===== src/adcc_defs.svh =====
`ifndef ADCC_DEFS_SVH
`define ADCC_DEFS_SVH

// Register indices; the bus byte address is four times the index.
`define ADCC_IDX_STATUS_CONTROL 6'h1E
`define ADCC_IDX_RESULT         6'h1F
`define ADCC_IDX_IRQ_STATUS     6'h20
`define ADCC_IDX_IRQ_MASK       6'h21
`define ADCC_IDX_PORT_C         6'h22

// Field positions of the status/control register.
`define ADCC_BIT_DONE           7
`define ADCC_BIT_RC_SELECT      6
`define ADCC_BIT_POWER          5
`define ADCC_CHAN_MSB           2
`define ADCC_CHAN_LSB           0

// Field position of the completion event in the interrupt registers.
`define ADCC_IRQ_BIT_DONE       0

// Reset values.
`define ADCC_RST_STATUS_CONTROL 8'h00
`define ADCC_RST_IRQ_MASK       1'b0

// Conversion timing in converter clock steps.
`define ADCC_CONV_STEPS         32
`define ADCC_STEPS_PER_BIT      4

// AXI response codes.
`define ADCC_RESP_OKAY          2'b00
`define ADCC_RESP_SLVERR        2'b10

`endif


===== src/adcc_pkg.sv =====
package adcc_pkg;

  // Sequencer states.
  typedef enum logic [0:0] {
    ADCC_IDLE,
    ADCC_CONV
  } adcc_seq_t;

  // Complete state of the converter control block.
  typedef struct packed {
    adcc_seq_t   seq;
    logic [4:0]  tick;
    logic [7:0]  dac;
    logic [7:0]  result;
    logic        done_flag;
    logic        rc_sel;
    logic        power;
    logic [2:0]  chan;
    logic        irq_stat;
    logic        irq_mask;
    logic        irq;
    logic        awready;
    logic        wready;
    logic        bvalid;
    logic [1:0]  bresp;
    logic        arready;
    logic        rvalid;
    logic [1:0]  rresp;
    logic [31:0] rdata;
    logic        comp_s1;
    logic        comp_s2;
    logic        rc_s1;
    logic        rc_s2;
    logic        rc_s3;
    logic [7:0]  pc_s1;
    logic [7:0]  pc_s2;
  } adcc_state_t;

endpackage


===== src/adcc_top.sv =====
//  Function
// [RL1] Software selects the RC oscillator when the internal clock is below 1 MHz.
// [RL2] Software keeps the RC oscillator off when the internal clock is 1 MHz or more.
// [RL3] Bit 6 set clocks the converter from the RC oscillator, clear from internal clock.
// [RL4] In RC mode completion is signalled only by the completion flag; the code also sets the interrupt status then.
// [RL5] Software treats results as suspect until the RC oscillator has stabilised.
// [RL6] Any status/control write clears the flag and starts a new conversion; the code starts one only when bit 5 is set.
// [RL7] Bit 7 sets at each conversion end, with the result then readable.
// [RL8] Channel write, power bit cleared or result read clears the flag.
// [RL9] Bit 5 powers the converter; early results may be inaccurate.
// [RL10] Reset clears flag, clock select and power; register reads zero.
// [RL11] Unused bits 4 and 3 read zero; bit 2 carries the channel MSB.
// [RL12] Codes 000-011 select analog inputs 0-3 on port C bits 6 to 3.
// [RL13] Codes 100, 101, 110 select high reference, midpoint, ground; 111 reserved.
// [RL14] The port C pin selected as analog input reads as digital zero.
// [RL15] All other port C pins stay usable as digital inputs; code 100 also reads bit 7 as zero.
// [RL16] The read-only result register holds the latest completed conversion.
// [RL17] With the internal clock a conversion takes 32 cycles.
// [RL18] The sequencer resolves bits one at a time, starting from the MSB.
// [RL19] While powered off the sequencer idles and never sets the flag.
`timescale 1ns/1ps
`include "adcc_defs.svh"

module adcc_top (
  // Clock, reset and clock enable.
  input  wire logic        clk_sys,
  input  wire logic        reset_n,
  input  wire logic        clk_en,
  // AXI4-Lite write address and data.
  input  wire logic [7:0]  s_axi_awaddr,
  input  wire logic        s_axi_awvalid,
  output logic             s_axi_awready,
  input  wire logic [31:0] s_axi_wdata,
  input  wire logic [3:0]  s_axi_wstrb,
  input  wire logic        s_axi_wvalid,
  output logic             s_axi_wready,
  // AXI4-Lite write response.
  output logic [1:0]       s_axi_bresp,
  output logic             s_axi_bvalid,
  input  wire logic        s_axi_bready,
  // AXI4-Lite read address and data.
  input  wire logic [7:0]  s_axi_araddr,
  input  wire logic        s_axi_arvalid,
  output logic             s_axi_arready,
  output logic [31:0]      s_axi_rdata,
  output logic [1:0]       s_axi_rresp,
  output logic             s_axi_rvalid,
  input  wire logic        s_axi_rready,
  // Analog datapath: comparator result, DAC code, input multiplexer.
  input  wire logic        comparator_high,
  output logic [7:0]       dac_code,
  output logic [2:0]       analog_channel,
  output logic             converter_power_on,
  // RC oscillator enable and its free-running output.
  output logic             rc_osc_enable,
  input  wire logic        rc_osc_clock,
  // Port C digital input pins.
  input  wire logic [7:0]  port_c_pins,
  // Interrupt.
  output logic             irq
);

  adcc_pkg::adcc_state_t q;
  adcc_pkg::adcc_state_t n;
  logic       rst_s1;
  logic       rst_ok;
  logic       rc_edge;
  logic       step_en;
  logic [2:0] bit_sel;
  logic [7:0] resolved;
  logic       finish;
  logic       wr_go;
  logic       rd_go;
  logic [5:0] wr_idx;
  logic [5:0] rd_idx;
  logic       wr_stat;
  logic       rd_result;
  logic [7:0] analog_mask;
  logic [7:0] port_c_view;
  logic [7:0] status_word;

  // Reset is released through two flip-flops so that all state leaves reset on one edge.
  always_ff @(posedge clk_sys or negedge reset_n) begin
    if (!reset_n) begin
      rst_s1 <= 1'b0;
      rst_ok <= 1'b0;
    end else begin
      rst_s1 <= 1'b1;
      rst_ok <= rst_s1;
    end
  end

  // Port C bit that the selected channel occupies; code 100 masks bit 7, codes 101 to 111 hold no input pin.
  function automatic logic [7:0] pin_of_channel(input logic [2:0] ch);
    logic [7:0] m;
    m = 8'h00;
    unique case (ch)
      3'b000: m = 8'h40;
      3'b001: m = 8'h20;
      3'b010: m = 8'h10;
      3'b011: m = 8'h08;
      3'b100: m = 8'h80;
      3'b101: m = 8'h00;
      3'b110: m = 8'h00;
      3'b111: m = 8'h00;
    endcase
    return m;
  endfunction

  // The RC oscillator is asynchronous, so its edges are seen only after synchronisation.
  assign rc_edge  = q.rc_s2 & ~q.rc_s3;
  assign step_en  = q.rc_sel ? rc_edge : 1'b1; // RL3
  assign bit_sel  = 3'd7 - q.tick[4:2];
  assign resolved = q.comp_s2 ? q.dac : (q.dac & ~(8'h01 << bit_sel)); // RL18
  assign finish   = (q.seq == adcc_pkg::ADCC_CONV) && step_en &&
                    (q.tick == 5'(`ADCC_CONV_STEPS - 1));

  // Bus decode; a write or read takes effect in the cycle its ready is high.
  assign wr_go     = q.awready;
  assign rd_go     = q.arready;
  assign wr_idx    = s_axi_awaddr[7:2];
  assign rd_idx    = s_axi_araddr[7:2];
  assign wr_stat   = wr_go && (wr_idx == `ADCC_IDX_STATUS_CONTROL) && s_axi_wstrb[0];
  assign rd_result = rd_go && (rd_idx == `ADCC_IDX_RESULT);

  // Only the pin masked for the channel code reads zero (bit 7 for code 100); every other pin passes through.
  assign analog_mask = pin_of_channel(q.chan);
  assign port_c_view = q.pc_s2 & ~analog_mask; // RL14 RL15

  // Unused bits are packed as constant zeros.
  assign status_word = {q.done_flag, q.rc_sel, q.power, 2'b00, q.chan}; // RL11

  // Next-state logic for the whole block.
  always_comb begin
    n = q;

    // Pin synchronisers: the first stage feeds only the second.
    n.comp_s1 = comparator_high;
    n.comp_s2 = q.comp_s1;
    n.rc_s1   = rc_osc_clock;
    n.rc_s2   = q.rc_s1;
    n.rc_s3   = q.rc_s2;
    n.pc_s1   = port_c_pins;
    n.pc_s2   = q.pc_s1;

    // Successive approximation: trial bit at step 0, decision at step 3 of each bit.
    if ((q.seq == adcc_pkg::ADCC_CONV) && step_en) begin
      n.tick = q.tick + 5'd1;
      if (q.tick[1:0] == 2'(`ADCC_STEPS_PER_BIT - 1)) begin
        n.dac = resolved; // RL18
        if (bit_sel != 3'd0) begin
          n.dac = resolved | (8'h01 << (bit_sel - 3'd1)); // RL18
        end
      end
      if (finish) begin
        n.seq       = adcc_pkg::ADCC_IDLE;
        n.tick      = 5'd0;
        n.result    = resolved; // RL16
        n.done_flag = 1'b1; // RL7 RL17 RL4
        n.irq_stat  = 1'b1;
      end
    end

    // A result read clears the flag, but a completion in the same cycle wins.
    if (rd_result && !finish) begin
      n.done_flag = 1'b0; // RL8
    end

    // Interrupt status clears on read unless a new completion arrives together.
    if (rd_go && (rd_idx == `ADCC_IDX_IRQ_STATUS) && !finish) begin
      n.irq_stat = 1'b0;
    end

    // Write response handshake.
    if (!q.awready && !q.bvalid && s_axi_awvalid && s_axi_wvalid) begin
      n.awready = 1'b1;
      n.wready  = 1'b1;
    end
    if (wr_go) begin
      n.awready = 1'b0;
      n.wready  = 1'b0;
      n.bvalid  = 1'b1;
      n.bresp   = `ADCC_RESP_OKAY;
      unique case (wr_idx)
        `ADCC_IDX_STATUS_CONTROL, `ADCC_IDX_RESULT, `ADCC_IDX_IRQ_STATUS,
        `ADCC_IDX_PORT_C: ;
        `ADCC_IDX_IRQ_MASK: begin
          if (s_axi_wstrb[0]) begin
            n.irq_mask = s_axi_wdata[`ADCC_IRQ_BIT_DONE];
          end
        end
        default: n.bresp = `ADCC_RESP_SLVERR;
      endcase
    end
    if (q.bvalid && s_axi_bready) begin
      n.bvalid = 1'b0;
    end

    // A control write clears the flag and aborts the sequencer; it rearms it only with the power bit set.
    if (wr_stat) begin
      n.rc_sel    = s_axi_wdata[`ADCC_BIT_RC_SELECT]; // RL3
      n.power     = s_axi_wdata[`ADCC_BIT_POWER]; // RL9
      n.chan      = s_axi_wdata[`ADCC_CHAN_MSB:`ADCC_CHAN_LSB]; // RL12 RL13
      n.done_flag = 1'b0; // RL6 RL8
      n.tick      = 5'd0;
      n.dac       = 8'h80; // RL18
      n.seq       = s_axi_wdata[`ADCC_BIT_POWER] ? adcc_pkg::ADCC_CONV
                                                  : adcc_pkg::ADCC_IDLE; // RL6 RL19
    end

    // Powered off: nothing runs and the flag stays clear.
    if (!n.power) begin
      n.seq       = adcc_pkg::ADCC_IDLE; // RL19
      n.tick      = 5'd0;
      n.done_flag = 1'b0; // RL8 RL19
    end

    // Read handshake and data.
    if (!q.arready && !q.rvalid && s_axi_arvalid) begin
      n.arready = 1'b1;
    end
    if (rd_go) begin
      n.arready = 1'b0;
      n.rvalid  = 1'b1;
      n.rresp   = `ADCC_RESP_OKAY;
      n.rdata   = 32'h0000_0000;
      unique case (rd_idx)
        `ADCC_IDX_STATUS_CONTROL: n.rdata[7:0] = status_word; // RL11
        `ADCC_IDX_RESULT:         n.rdata[7:0] = q.result; // RL16
        `ADCC_IDX_IRQ_STATUS:     n.rdata[0]   = q.irq_stat;
        `ADCC_IDX_IRQ_MASK:       n.rdata[0]   = q.irq_mask;
        `ADCC_IDX_PORT_C:         n.rdata[7:0] = port_c_view; // RL14 RL15
        default:                  n.rresp      = `ADCC_RESP_SLVERR;
      endcase
    end
    if (q.rvalid && s_axi_rready) begin
      n.rvalid = 1'b0;
    end

    // Level interrupt, registered so the output is glitch free.
    n.irq = n.irq_stat & n.irq_mask;
  end

  // State register; the clock enable freezes everything while low.
  always_ff @(posedge clk_sys or negedge rst_ok) begin
    if (!rst_ok) begin
      q <= '0; // RL10
    end else if (clk_en) begin
      q <= n;
    end
  end

  // Outputs come straight from state flip-flops.
  assign s_axi_awready      = q.awready;
  assign s_axi_wready       = q.wready;
  assign s_axi_bvalid       = q.bvalid;
  assign s_axi_bresp        = q.bresp;
  assign s_axi_arready      = q.arready;
  assign s_axi_rvalid       = q.rvalid;
  assign s_axi_rresp        = q.rresp;
  assign s_axi_rdata        = q.rdata;
  assign dac_code           = q.dac;
  assign analog_channel     = q.chan; // RL12 RL13
  assign converter_power_on = q.power; // RL9
  assign rc_osc_enable      = q.rc_sel; // RL3
  assign irq                = q.irq;

  // A control write with power set restarts at the MSB trial with the flag low.
  write_restart_a: assert property ( // RL6
    @(posedge clk_sys) disable iff (!rst_ok)
    (clk_en && wr_stat && s_axi_wdata[`ADCC_BIT_POWER]) |=>
      (q.seq == adcc_pkg::ADCC_CONV) && (q.tick == 5'd0) && !q.done_flag &&
      (q.dac == 8'h80))
    else $error("control write did not restart the conversion");

  // Completion raises the flag and captures the final approximation.
  done_capture_a: assert property ( // RL7
    @(posedge clk_sys) disable iff (!rst_ok)
    (clk_en && finish && !wr_stat && q.power) |=>
      q.done_flag && (q.result == $past(resolved)) && (q.seq == adcc_pkg::ADCC_IDLE))
    else $error("completion did not set the flag with the result");

  // A result read without a coinciding completion leaves the flag clear.
  result_clear_a: assert property ( // RL8
    @(posedge clk_sys) disable iff (!rst_ok)
    (clk_en && rd_result && !finish) |=> !q.done_flag)
    else $error("result read did not clear the flag");

  // In RC mode the sequencer advances only on oscillator edges.
  rc_route_a: assert property ( // RL3
    @(posedge clk_sys) disable iff (!rst_ok)
    (clk_en && q.rc_sel && (q.seq == adcc_pkg::ADCC_CONV) && !rc_edge && !wr_stat) |=>
      $stable(q.tick) && $stable(q.dac))
    else $error("sequencer stepped without an oscillator edge");

  // Internal clock mode advances one step per enabled cycle from the start.
  conv_length_a: assert property ( // RL17
    @(posedge clk_sys) disable iff (!rst_ok)
    (q.seq == adcc_pkg::ADCC_CONV && !q.rc_sel && q.tick == 5'd0) ##0
    (clk_en && !wr_stat) [*8] |=>
      (q.tick == 5'd8))
    else $error("conversion step count is wrong");

  // Powered off means idle with no flag.
  power_idle_a: assert property ( // RL19
    @(posedge clk_sys) disable iff (!rst_ok)
    !q.power |-> (q.seq == adcc_pkg::ADCC_IDLE) && !q.done_flag)
    else $error("sequencer active while powered off");

  // Leaving reset shows an all-zero control register.
  reset_zero_a: assert property ( // RL10
    @(posedge clk_sys)
    (rst_ok && !$past(rst_ok)) |-> (status_word == `ADCC_RST_STATUS_CONTROL))
    else $error("control register not zero after reset");

  // A status read returns zeros in the unused bits; bit 2 is the channel MSB.
  unused_zero_a: assert property ( // RL11
    @(posedge clk_sys) disable iff (!rst_ok)
    (clk_en && rd_go && rd_idx == `ADCC_IDX_STATUS_CONTROL) |=> (q.rdata[4:3] == 2'b00))
    else $error("unused control bits read nonzero");

  // The pin masked for the channel code reads zero and the rest follow the pins.
  pin_zero_a: assert property ( // RL14
    @(posedge clk_sys) disable iff (!rst_ok)
    (clk_en && rd_go && rd_idx == `ADCC_IDX_PORT_C) |=>
      ((q.rdata[7:0] & $past(analog_mask)) == 8'h00) &&
      ((q.rdata[7:0] | $past(analog_mask)) == ($past(q.pc_s2) | $past(analog_mask))))
    else $error("port C view wrong");

  // The result changes only when a conversion completes.
  result_hold_a: assert property ( // RL16
    @(posedge clk_sys) disable iff (!rst_ok)
    !(clk_en && finish) |=> $stable(q.result))
    else $error("result changed without a completion");

  // Writing the power bit clear stops the sequencer and drops the flag.
  power_off_a: assert property ( // RL8
    @(posedge clk_sys) disable iff (!rst_ok)
    (clk_en && wr_stat && !s_axi_wdata[`ADCC_BIT_POWER]) |=>
      !q.done_flag && (q.seq == adcc_pkg::ADCC_IDLE) && !q.power)
    else $error("power-off write left the converter running");

  // Each decision keeps the decided upper bits and opens the next lower trial bit alone.
  sar_trial_a: assert property ( // RL18
    @(posedge clk_sys) disable iff (!rst_ok)
    (clk_en && step_en && (q.seq == adcc_pkg::ADCC_CONV) && (q.tick[1:0] == 2'h3) &&
     !finish && !wr_stat) |=>
      q.dac[$past(bit_sel) - 3'h1] &&
      ((q.dac & ((8'h01 << ($past(bit_sel) - 3'h1)) - 8'h01)) == 8'h00) &&
      ((q.dac >> $past(bit_sel)) == ($past(resolved) >> $past(bit_sel))))
    else $error("approximation trial bit out of order");

endmodule // adcc_top


===== config.mk =====
export PLATFORM = sky130hd
export DESIGN_NAME = adcc_top
export DESIGN_NICKNAME = d
export VERILOG_FILES = /design/src/adcc_pkg.sv /design/src/adcc_top.sv
export VERILOG_INCLUDE_DIRS = /design/src
export SDC_FILE = /design/constraint.sdc
export NUM_CORES = 1
export LEC_CHECK = 0
export ABC_AREA = 1
export BUFFER_PORTS_ARGS = -buffer_cell sky130_fd_sc_hd__buf_2
export CAP_MARGIN = 30
export CORE_ASPECT_RATIO = 0.5
export CORE_MARGIN = 8
export CORE_UTILIZATION = 40
export DETAILED_ROUTE_END_ITERATION = 10
export GPL_ROUTABILITY_DRIVEN = 1
export PLACE_DENSITY = 0.8
export RECOVER_POWER = 100
export SYNTH_ARGS = -nofsm -noshare
export SYNTH_HDL_FRONTEND = slang
export SYNTH_SLANG_ARGS = --single-unit

===== constraint.sdc =====
create_clock -name clk_sys -period 1.9 [get_ports clk_sys]
set_input_delay 0.285 -clock clk_sys [delete_from_list [all_inputs] [get_ports clk_sys]]
set_output_delay 0.285 -clock clk_sys [all_outputs]
set_load 0.05 [all_outputs]

* Yosys cells after proc, flatten, opt, wreduce, memory -nomap -nowiden
Memory sizes are Yosys's and may differ from the RTL's. Index checks and enable logic that the tools add are counted. W data, S select, Z words.
Operators by class: $add $sub $neg 3, eq/ne operators 16, shifts and indexed selects 2, multiplexer cells 29, bitwise gates (word level) 8, reductions and logical operators 39
Operators with widths (count):
- $eq A6 B6 Y1 const B | 6
- $mux W36 | 1
- $eq A6 B5 Y1 const B | 4
- $mux W8 | 3
- $mux W23 | 1
- $pmux W7 S3 | 1
- $mux W6 | 3
- $and A8 B8 Y8 | 2
- $not A8 Y8 | 2
- $shl A1 B3 Y8 const A | 2
- $logic_and A1 B1 Y1 | 15
- $mux W14 | 1
- $reduce_and A2 Y1 | 7
- $mux W1 | 13
- $reduce_and A3 Y1 | 4
- $reduce_bool A2 Y1 | 5
- $reduce_or A5 Y1 | 2
- $mux W9 | 1
- $ne A4 B1 Y1 const B | 2
- $or A8 B8 Y8 | 1
- $mux W2 | 3
- $ne A3 B1 Y1 const B | 2
- $add A5 B1 Y5 const B | 1
- $eq A5 B5 Y1 const B | 1
- 9 further kinds | 14
Storage, ports and cells: flip-flop bits (word level) 71, bits in read-only memories 40, input bits 70, output and inout port bits 55, word-level logic and storage cells 126, memories 1
Memories:
- (name not given) | words 8, bits a word 5, rd ports 1, clocked after memory_dff 0, write ports 0, RTL line adcc_top.sv:97 | unique case (ch)

* Depth between registers and ports, before layout
Gate-level depths: netlist (run 1).
depth after elaboration 13, gate-level depth with buffers 10, depth with buffers taken out 10

* Least setup slack after synthesis (run 1)
OpenSTA, ideal clock, no wires.
kind flip-flop to flip-flop, start reg q (netlist bit s_axi_arready), end reg q[70] in the netlist's numbering, setup time 0.118 ns, arrival 1.447 ns, required time 1.782 ns, path slack 0.335 ns, cell stages (with the launch flop) 7, path buffers 1, clock period less this slack 1.565 ns, cell sequence dfrtp_1 -> nand2_1 -> inv_1 -> buf_2 -> nand3_1 -> nand3_1 -> nand2_1
Between the ends: longest elaborated chain between the ends 5, elaborated cells on any way between the ends 8, classes of those cells eq/ne (2); mux (3); reduce/logical (3)
RTL lines:
- start: declaration | RTL line adcc_top.sv:63 | adcc_pkg::adcc_state_t q;
- start signal: assignment | RTL line adcc_top.sv:249 | q <= n;
- $logic_and A1 B1 Y1 * | RTL line adcc_top.sv:124 | assign rd_result = rd_go && (rd_idx == `ADCC_IDX_RESULT);
- $logic_and A1 B1 Y1 * | RTL line adcc_top.sv:165 | if (rd_result && !finish) begin
- $mux W1 | RTL line adcc_top.sv:165
- $mux W6 | RTL line adcc_top.sv:200 | if (wr_stat) begin
- $mux W1 | RTL line adcc_top.sv:212 | if (!n.power) begin
Mark *: on every way between the ends. The rest lies on a longest branch, timed or not. A chain may end at the register's enable or synchronous reset.

* Final worst setup path (run 1)
start reg q[87] in the netlist's numbering, end reg q[75] in the netlist's numbering
Between the ends: longest elaborated chain between the ends 3
RTL lines:
- $eq A5 B5 Y1 | RTL line adcc_top.sv:116 | (q.tick == 5'(`ADCC_CONV_STEPS - 1));
- $logic_and A1 B1 Y1 | RTL line adcc_top.sv:115 | assign finish = (q.seq == adcc_pkg::ADCC_CONV) && step_en &&
- $reduce_and A3 Y1 (no line)
Every way passes these cells.

==> summary.md, run 1 <==
| Metric | Value |
|---|---|
| WL/cell | around 14 um |
| Syn Inst Count | 480 |
| DIE AREA | approximately 13,000 um2 |
| Min Tclk post-route | 1.71 ns |
| Crit-path max cell delay | 0.40 ns |
| CP Class | reg2reg |
| Fin. max-slew vios | 0 |
| Nets | ~600 |
| Die X | 154 um |
| DR vias | 3,196 |
| Max cap viols | 0 |
| Finished Cell Area | around 4200 um2 |
| Class of the worst hold path | in2reg |
| R2R Setup Slk | about 0.19 ns |
| Overall Global Routing Usage | between 10% and 20% |
| Bufs on Longest Clock Path | 2 |
| Core area | between 9000 and 10,000 um2 |
| DR iter-0 viols | 300 |
| Crit. End Element | flop |
| Worst skew pair latency | 0.33 ns |
| Yosys warning total | 0 |
| Area after DPL | 3990 um2 |
| Synth area leader | dfrtp_1 |
| Largest net degree at the start of global routing | 68 |
| Status | finished clean |
| Port bufs | 64 |
| Reg2reg end | q[75] |
| Initial core utilization | around two fifths |
| Post-route setup slack | 0.188 ns |
| Worst-Margin Slew | between 0.8 and 0.9 ns |
| Slew margin rel. | about two fifths |
| Crit path max-delay family | simple AND/OR/NAND/NOR gates |
| Share of layout cells above drive strength 1 | 13.5% |
| Total Neg Setup Slack | 0 ns |
| Final setup viols | 0 |
| Layout Skew | 0.00569 ns |
| CTS tree | done |
| Post-synthesis sequential area ratio | 45.7% |
| Vias in the first global route | 3,127 |
| Yosys top cell area share | 45.7% |
| RSZ-0062 raised after global routing | false |
| Syn-to-layout area delta | 12.0% |
| Post-layout util | ~45% |
| Maximum vdd drop | 0.366 mV |
| Cell area after synthesis | 3780 um2 |
| Arrival time worst endpoint | 1.91 ns |
| Post_cts resized | 0 |
| Pre-CTS setup slack | between 0.2 and 0.25 ns |
| Fmax | 584 MHz |
| TritonCTS buffer count | 9 |
| Cell Chain, Critical Path | ha_1 > nand2_1 > nor2_1 > ha_1 > nand3_2 > inv_1 > nand2_4 > nand2_1 > o21ai_0 |
| Placed cells | 638 |
| Syn_area_per_cell | 7.88 um2 |
| Most common cell after layout, fill and taps aside | nand2_1 |
| Leakage | 2.23 nW |
| Sink Count | 69 |
| Area contributors post-synth | dfrtp_1, nand2_1, buf_4 |
| Drt total wl | between 8000 and 9000 um |
| Hold Crit Depth | 3 |
| DRT Pass-1 Iters | 5 |
| Crit-path slowest cell | dfrtp_1 |
| Hold_sp | port_c_pins[2] |
| Fin. Hold Viols | 0 |
| Worst reg2reg path startpoint | q[87] |
| Synth unique cells | 29 |
| Layout Cells excl Fill | 655 |
| ANT nets after route | 0 |
| Req. time, crit path | around 2.1 ns |
| H-tree depth | 3 |
| Ant diodes | 0 |
| Detailed-route vias per instance | 4.88 |
| Most frequent cells in the layout | nand2_1, dfrtp_1, nand3_1 |
| FP Rows | 25 |
| Worst Path Max Fanout | 18 |
| Worst hold slack | about 0.15 ns |
| Fin crit share | 90.1% |
| CTS clock-pin slew for the worst setup and hold paths | 0.06 ns |
| WP buf/inv | 1 |
| Post-route DRC | 0 |
| CTS root buffer | clkbuf_16 |
| DP HPWL | between 6000 and 7000 um |
| Placer congestion estimate | 0.874 |
| R2R cell count | 9 |
| First-pass GRT wire length | 15,000 um |
| CP startpoint kind | flop |
| Power per cell area | about 1000 nW/um2 |
| Post-synthesis register bit count | 69 |
| Min-Delay Endpoint | n[2] |
| Initial antenna violation count | 0 |
| IO Count | 125 |
| Die H | 84.8 um |
| Total Power | 4.23 mW |
| Total global routing overflow | 0 |
[layer usage]
layer	vias up	track usage, %	wire (um)	part of all wire, %
met5	-	0	0	0
met4	0	5.74	182	2.0
met3	25	4.15	666	7.4
met2	126	22.2	4120	46
met1	1489	17.9	3970	44
li1	1556	-	-	-
[flip-flops by register name, summed over array words and instances, names as in the netlist]
| signal | cells |
|---|---|
| n | 11 |
| s_axi_rvalid | 1 |
| s_axi_wready | 1 |
| converter_power_on | 1 |
| rst_s1 | 1 |
| s_axi_bvalid | 1 |
| q | 27 |
| rst_ok | 1 |
| s_axi_rdata | 8 |
| s_axi_bresp | 1 |
| s_axi_awready | 1 |
| analog_channel | 3 |
| s_axi_arready | 1 |
| dac_code | 8 |
| s_axi_rresp | 1 |
| irq | 1 |
| rc_osc_enable | 1 |
[synth_stat cells]
master and count:
a21oi_1 3, nand2_4 2, o21ai_1 14, nand2_8 1, a21boi_2 1, inv_6 2, o21ai_0 22, a22o_1 1
buf_2 4, inv_2 3, nor2_8 1, nand4_1 8, clkbuf_1 4, buf_4 47, nand3_1 46, nor2_4 4
nand3_2 3, nor3_4 1, buf_6 1, dfrtp_1 69, nand2_2 4, nand2_1 175, nor3_2 1, nand3b_1 1
ha_1 4, conb_1 2, inv_1 33, o31ai_1 3, nor2_1 20
[final cells by class]
class | count | area [um2]
Tap cell | 121 | 151
Multi-Input combinational cell | 342 | 1590
Timing Repair Buffer | 69 | 318
Clock inverter | 7 | 75.1
Inverter | 38 | 153
Sequential cell | 69 | 1730
Fill cell | 898 | 5090
Clock buffer | 9 | 225
[timing repair]
item | in CTS | in global routing
hold endpoints to repair | 2 | 0
setup endpoints to repair | 0 | 0
hold buffers | 1 | 0
setup buffers | 0 | 0
[worst min-delay path, stage by stage]
cell	delay [ns]
buf_2	0.07
nand2_1	0.04
nand2_1	0.05
[power breakdown]
group	leakage [nW]	switching [mW]	total, mW	internal (mW)
sequential	0.894	0.103	1.71	1.61
clock	0.138	0.648	1.67	1.02
combinational	1.20	0.694	0.854	0.160
[worst max-delay path by stage]
stage / from / end / cells past startpoint
floorplan: s_axi_arready / q[70] / 6
detailed placement: q[87] / irq / 10
global placement: q[87] / irq / 10
finish: q[87] / q[75] / 9
CTS: q[87] / irq / 10
global route: q[88] / q[71] / 9
[logic make-up (layout without fill, tap and decap cells)]
| group | count (synthesis) | in the layout | share of synthesized area, % |
|---|---|---|---|
| fa+ha+maj | 4 | 4 | 1.32 |
| compound gates | 44 | 44 | 6.29 |
| other cells | 2 | 27 | 0.199 |
| buf+inv | 94 | 123 | 14.6 |
| simple gates | 267 | 267 | 32.0 |
| flops | 69 | 69 | 45.7 |
No activity file was read; power rests on OpenSTA's default activity.
==> inputs of run 2 (changes only) <==
- CORE_MARGIN: 8 -> 2
- PLACE_DENSITY: 0.8 -> 0.65
==> summary.md, run 2 (synthesis results as in run 1) <==
| Metric | Value |
|---|---|
| IO Count | 125 (unchanged) |
| Reg with most FFs | q (unchanged) |
| Finished Cell Area | 4240 um2 (about the same) |
| CTS root buffer | clkbuf_16 (unchanged) |
| Fin. max-slew vios | 0 (unchanged) |
| Total global routing overflow | 0 (unchanged) |
| H-tree depth | 3 (unchanged) |
| Worst-Margin Slew | 0.907 ns (was 0.891 ns) |
| Max Used Layer | met4 (unchanged) |
| Die X | 142 um (was 154 um) |
| Detailed-route vias per instance | 4.64 (was 4.88) |
| Placed cells | 638 (unchanged) |
| Fmax | 601 MHz (was 584 MHz) |
| Sink Count | 69 (unchanged) |
| Fin. Hold Viols | 0 (unchanged) |
| Pre-CTS setup slack | 0.269 ns (was 0.242 ns) |
| Layout Cells excl Fill | 655 (unchanged) |
| Total Neg Setup Slack | 0 ns (unchanged) |
| Total Power | 4.32 mW (was 4.23 mW) |
| DRT Pass-1 Iters | 5 (unchanged) |
| CP startpoint kind | flop (unchanged) |
| Leakage | 2.24 nW (was 2.23 nW) |
| Initial core utilization | 40.6% (unchanged) |
| Most frequent cells in the layout | nand2_1, dfrtp_1, nand3_1 (unchanged) |
| DIE AREA | 10,300 um2 (was 13,000 um2) |
| WL met1 | 4060 um (was 3970 um) |
| Post-route setup slack | 0.235 ns (was 0.188 ns) |
| Layout Skew | 0.00566 ns (was 0.00569 ns) |
| Placer congestion estimate | 0.897 (was 0.874) |
| CTS clock-pin slew for the worst setup and hold paths | 0.06 ns (about the same) |
| DR iter-0 viols | 223 (was 300) |
| Post-route DRC | 0 (unchanged) |
| Core area | 9320 um2 (unchanged) |
| Worst skew pair latency | 0.33 ns (about the same) |
| RSZ-0062 raised after global routing | false (unchanged) |
| DP HPWL | 5880 um (was 6570 um) |
| Drt total wl | 8020 um (was 8940 um) |
| Largest net degree at the start of global routing | 68 (unchanged) |
| Syn-to-layout area delta | 12.1% (was 12.0%) |
| Met2 WL | 3420 um (was 4120 um) |
| Maximum vdd drop | 0.407 mV (was 0.366 mV) |
| Most common cell after layout, fill and taps aside | nand2_1 (unchanged) |
| Class of the worst hold path | in2reg (unchanged) |
| Post-layout util | 45.5% (was 45.4%) |
| Met3 routed WL | 479 um (was 666 um) |
| Max reg flops | 27 (unchanged) |
| Fillers | 958 (was 898) |
| DR vias | 3,037 (was 3,196) |
| Power per cell area | 1020 nW/um2 (was 999 nW/um2) |
| Arrival time worst endpoint | 1.89 ns (was 1.91 ns) |
| Max cap viols | 0 (unchanged) |
| Post_cts resized | 0 (unchanged) |
| Crit. End Element | flop (unchanged) |
| Worst hold slack | 0.148 ns (was 0.146 ns) |
| Die H | 72.8 um (was 84.8 um) |
| First-pass GRT wire length | 13,600 um (was 15,000 um) |
| Nets | 603 (unchanged) |
| Area after DPL | 3990 um2 (unchanged) |
| Vias in the first global route | 2,804 (was 3,127) |
| Ant diodes | 0 (unchanged) |
| CP Class | reg2reg (unchanged) |
| ANT nets after route | 0 (unchanged) |
| Share of layout cells above drive strength 1 | 13.7% (was 13.5%) |
| Final setup viols | 0 (unchanged) |
| Overall Global Routing Usage | 17.1% (was 14.1%) |
| Bufs on Longest Clock Path | 2 (unchanged) |
| Port bufs | 64 (unchanged) |
| Req. time, crit path | 2.12 ns (was 2.10 ns) |
| Worst Path Max Fanout | 18 (unchanged) |
| WL/cell | 12.2 um (was 13.7 um) |
| Min Tclk post-route | 1.67 ns (was 1.71 ns) |
| CTS tree | done (unchanged) |
| TritonCTS buffer count | 9 (unchanged) |
| FP Rows | 25 (unchanged) |
| Slew margin rel. | 39.5% (was 40.6%) |
| Status | finished clean (unchanged) |
| Initial antenna violation count | 0 (unchanged) |
| Fin crit share | 87.6% (was 90.1%) |
-- run 2: changes by cell type in the layout (fill, tap and decap cells not counted), sizes merged --
cell and change:
bufinv +1, clkinv +1, clkinvlp -1, inv -1
-- run 2: path summary, 6_finish.rpt --
check / from / slack [ns] / to / cells after the start
setup reg to reg: q[87] / 0.23 / irq / 10
max in group asynchronous: rst_ok / 0.82 / s_axi_rvalid / 1
min in group asynchronous: reset_n / 0.27 / rst_s1 / 2
setup / recovery: q[87] / 0.23 / irq / 10
hold / removal: port_c_pins[3] / 0.15 / n[3] / 3
hold reg to reg: rst_s1 / 0.36 / rst_ok / 0
-- run 2: area by class of cell --
cell class,instances,area (um2),share of cell area [%]
Timing Repair Buffer,69,318,7.50
Clock inverter,7,90.1,2.13
Tap cell,121,151,3.57
Inverter,38,148,3.48
Clock buffer,9,225,5.31
Multi-Input combinational cell,342,1580,37.2
Sequential cell,69,1730,40.8
-- run 2: timing repair --
| item | CTS | global route |
|---|---|---|
| hold buffers | 1 | 0 |
| buffers inserted | 0 | 0 |
| hold endpoints to repair | 2 | 0 |
-- run 2: routing by layer --
metal  up-vias  track usage (%)
met5         -                0
met4         0             5.44
met3         4             5.38
met2        81             23.9
met1      1389             25.0
li1       1563                -
-- run 2: worst max-delay path, cell delays in order, from the launching register on --
cell	delay, ns
dfrtp_1	0.40
ha_1	0.26
nand2_1	0.09
nor2_1	0.05
ha_1	0.20
nand3_2	0.11
inv_1	0.09
nand2_4	0.16
nand2_1	0.08
nand3_1	0.07
nand2_1	0.06
-- run 2: report_power, final --
group | internal, mW | switching (mW)
Combinational | 0.160 | 0.682
Clock | 1.14 | 0.630
Sequential | 1.61 | 0.0964
Total | 2.91 | 1.41
==> inputs of run 3 (changes only) <==
- ABC_AREA: 1 -> not set
- CTS_CLUSTER_DIAMETER: not set -> 80
- PLACE_DENSITY: 0.65 -> not set
- PLACE_DENSITY_LB_ADDON: not set -> 0.3
==> summary.md, run 3 <==
| Metric | Value |
|---|---|
| FP Rows | 24 (was 25) |
| Power per cell area | 1100 nW/um2 (was 1020 nW/um2) |
| H-tree depth | 3 (unchanged) |
| Post-synth EDFFs | 0 (unchanged) |
| Top cells by count, synth | dfrtp_1, buf_4, nand2_1, mux2_1 (was nand2_1, dfrtp_1, buf_4, nand3_1, inv_1) |
| Fin. max-slew vios | 0 (unchanged) |
| Worst Path Max Fanout | 15 (was 18) |
| WL/cell | 15.2 um (was 12.2 um) |
| Max reg flops | 27 (unchanged) |
| Most frequent cells in the layout | dfrtp_1, clkbuf_1, buf_2 (was nand2_1, dfrtp_1, nand3_1) |
| Class of the worst hold path | in2reg (unchanged) |
| Layout Skew | 0.00530 ns (was 0.00566 ns) |
| Ys flop type | dfrtp_1 (unchanged) |
| Fin. Hold Viols | 0 (unchanged) |
| Share of layout cells above drive strength 1 | 18.2% (was 13.7%) |
| RSZ-0062 raised after global routing | false (unchanged) |
| Post-synthesis sequential area ratio | 47.8% (was 45.7%) |
| Fin crit share | 92.6% (was 87.6%) |
| Overall Global Routing Usage | 17.3% (was 17.1%) |
| Worst hold slack | 0.131 ns (was 0.148 ns) |
| Nets | 482 (was 603) |
| Crit. End Element | flop (unchanged) |
| Synth area leader | dfrtp_1 (unchanged) |
| Min Tclk post-route | 1.76 ns (was 1.67 ns) |
| Multi-input gate area | 1540 um2 (was 1580 um2) |
| Detailed-route vias per instance | 5.15 (was 4.64) |
| Seq. cell area | 1730 um2 (about the same) |
| CP startpoint kind | flop (unchanged) |
| Bufs on Longest Clock Path | 2 (unchanged) |
| Final setup viols | 0 (unchanged) |
| Total global routing overflow | 0 (unchanged) |
| Synth unique cells | 52 (was 29) |
| Reg with most FFs | q (unchanged) |
| Die H | 71.2 um (was 72.8 um) |
| Post_cts resized | 0 (unchanged) |
| DP HPWL | 5960 um (was 5880 um) |
| Die X | 138 um (was 142 um) |
| FFs w/ async S/R, synth | 100% (unchanged) |
| Drt total wl | 8070 um (was 8020 um) |
| DRT Pass-1 Iters | 4 (was 5) |
| Initial antenna violation count | 0 (unchanged) |
| Layout Cells excl Fill | 530 (was 655) |
| Core area | 8740 um2 (was 9320 um2) |
| Fmax | 568 MHz (was 601 MHz) |
| Worst-Margin Slew | 0.892 ns (was 0.907 ns) |
| CTS tree | done (unchanged) |
| Fillers | 855 (was 958) |
| Ant diodes | 0 (unchanged) |
| First-pass GRT wire length | 13,300 um (was 13,600 um) |
| Met3 Use GR | 4.21% (was 5.38%) |
| Post-route DRC | 0 (unchanged) |
| DR vias | 2,728 (was 3,037) |
| R2R Setup Slk | 0.14 ns (was 0.23 ns) |
| Slew margin rel. | 40.6% (was 39.5%) |
| Syn-to-layout area delta | 17.0% (was 12.1%) |
| Syn_area_per_cell | 10.5 um2 (was 7.88 um2) |
| Placed cells | 513 (was 638) |
| Req. time, crit path | 2.12 ns (about the same) |
| Status | finished clean (unchanged) |
| Largest net degree at the start of global routing | 28 (was 68) |
| DR iter-0 viols | 155 (was 223) |
| Syn Inst Count | 345 (was 480) |
| GRT Max-Usage Layer | met2 (was met1) |
| Sink Count | 69 (unchanged) |
| Placer congestion estimate | 0.852 (was 0.897) |
| ANT nets after route | 0 (unchanged) |
| Max cap viols | 0 (unchanged) |
| M2 GR Usage | 26.4% (was 23.9%) |
| Worst skew pair latency | 0.34 ns (was 0.33 ns) |
| Leakage | 1.91 nW (was 2.24 nW) |
| Count leader, synth | dfrtp_1 (was nand2_1) |
| Yosys warning total | 0 (unchanged) |
| DIE AREA | 9860 um2 (was 10,300 um2) |
| TritonCTS buffer count | 9 (unchanged) |
| Routing usage on met1 | 24.3% (was 25.0%) |
| Post-synthesis register bit count | 69 (unchanged) |
| CP Class | reg2reg (unchanged) |
| IO Count | 125 (unchanged) |
| Initial core utilization | 41.4% (was 40.6%) |
| CTS root buffer | clkbuf_16 (unchanged) |
| Arrival time worst endpoint | 1.98 ns (was 1.89 ns) |
| Vias in the first global route | 2,574 (was 2,804) |
| CTS clock-pin slew for the worst setup and hold paths | 0.06 ns (about the same) |
| Yosys top cell area share | 47.8% (was 45.7%) |
| Cell area after synthesis | 3620 um2 (was 3780 um2) |
| Port bufs | 64 (unchanged) |
| Total Power | 4.65 mW (was 4.32 mW) |
| Area contributors post-synth | dfrtp_1, buf_4, mux2_1 (was dfrtp_1, nand2_1, buf_4) |
| Maximum vdd drop | 0.509 mV (was 0.407 mV) |
| Most common cell after layout, fill and taps aside | dfrtp_1 (was nand2_1) |
run 3: cell count changes after synthesis, sizes merged, moves of 13 or more:
cell and change:
nand3 -41, mux2 +32, o21ai -13, nand2 -154
nor2 -16, inv -26
run 3: power breakdown:
group | internal, mW | switching [mW] | leakage (nW)
Clock | 1.29 | 0.647 | 0.170
Sequential | 1.64 | 0.120 | 0.877
Combinational | 0.213 | 0.735 | 0.865
Total | 3.15 | 1.50 | 1.91
run 3: cell families after synthesis:
group                      Yosys count  synth area share [%]
AOI/OAI and AO/OA                   81                  14.8
buffers and inverters               71                  12.3
adders and majority gates            4                  1.38
and+or+nand+nor                     82                  12.5
DFF                                 69                  47.8
muxes                               36                  11.1
other                                2                 0.208
run 3: layout make-up:
cell class | instances | share of cell area [%]
timing repair buffer | 86 | 10.1
sequential | 69 | 40.8
inverter | 12 | 1.06
clock buffer | 9 | 5.32
multi-input combinational | 230 | 36.4
clock inverter | 7 | 2.87
tap | 117 | 3.46
run 3: worst max-delay path, stage by stage, from the launching register on:
cell	delay (ns)
dfrtp_1	0.40
ha_1	0.24
and3_1	0.15
ha_1	0.20
o2111ai_1	0.09
buf_4	0.22
mux2_1	0.33
run 3: final timing paths:
path,from,end,cells past startpoint
max,q[87],q[72],6
min,s_axi_rready,s_axi_rvalid,2
max reg2reg,q[87],q[72],6
min reg2reg,rst_ok,q[88],0
max in group asynchronous,rst_ok,s_axi_rdata[1],1
min in group asynchronous,reset_n,rst_s1,2
run 3: metal layers:
| layer | share of wire (%) | vias to the layer above |
|---|---|---|
| met3 | 4.4 | 11 |
| met1 | 49 | 1340 |
| met5 | 0 | - |
| met4 | 1.1 | 0 |
| li1 | - | 1306 |
| met2 | 45 | 71 |
run 3: per-stage QoR:
stage / area, um2 / util (%) / worst slack (ns) / setup TNS (ns)
after floorplan: 3710 / - / 0.0705 / 0
after global placement: 3960 / 45.3 / -0.0223 / -0.0246
after detailed placement: 3960 / 45.3 / -0.0189 / -0.0224
after CTS: 4320 / 49.4 / 0.140 / 0
after global routing: 4230 / 48.4 / 0.0336 / 0
final: 4230 / 48.4 / 0.141 / 0
run 3: timing repair:
action | CTS | global route
hold buffers | 1 | 0
endpoints found under the hold margin | 2 | 0
setup buffers | 0 | 0
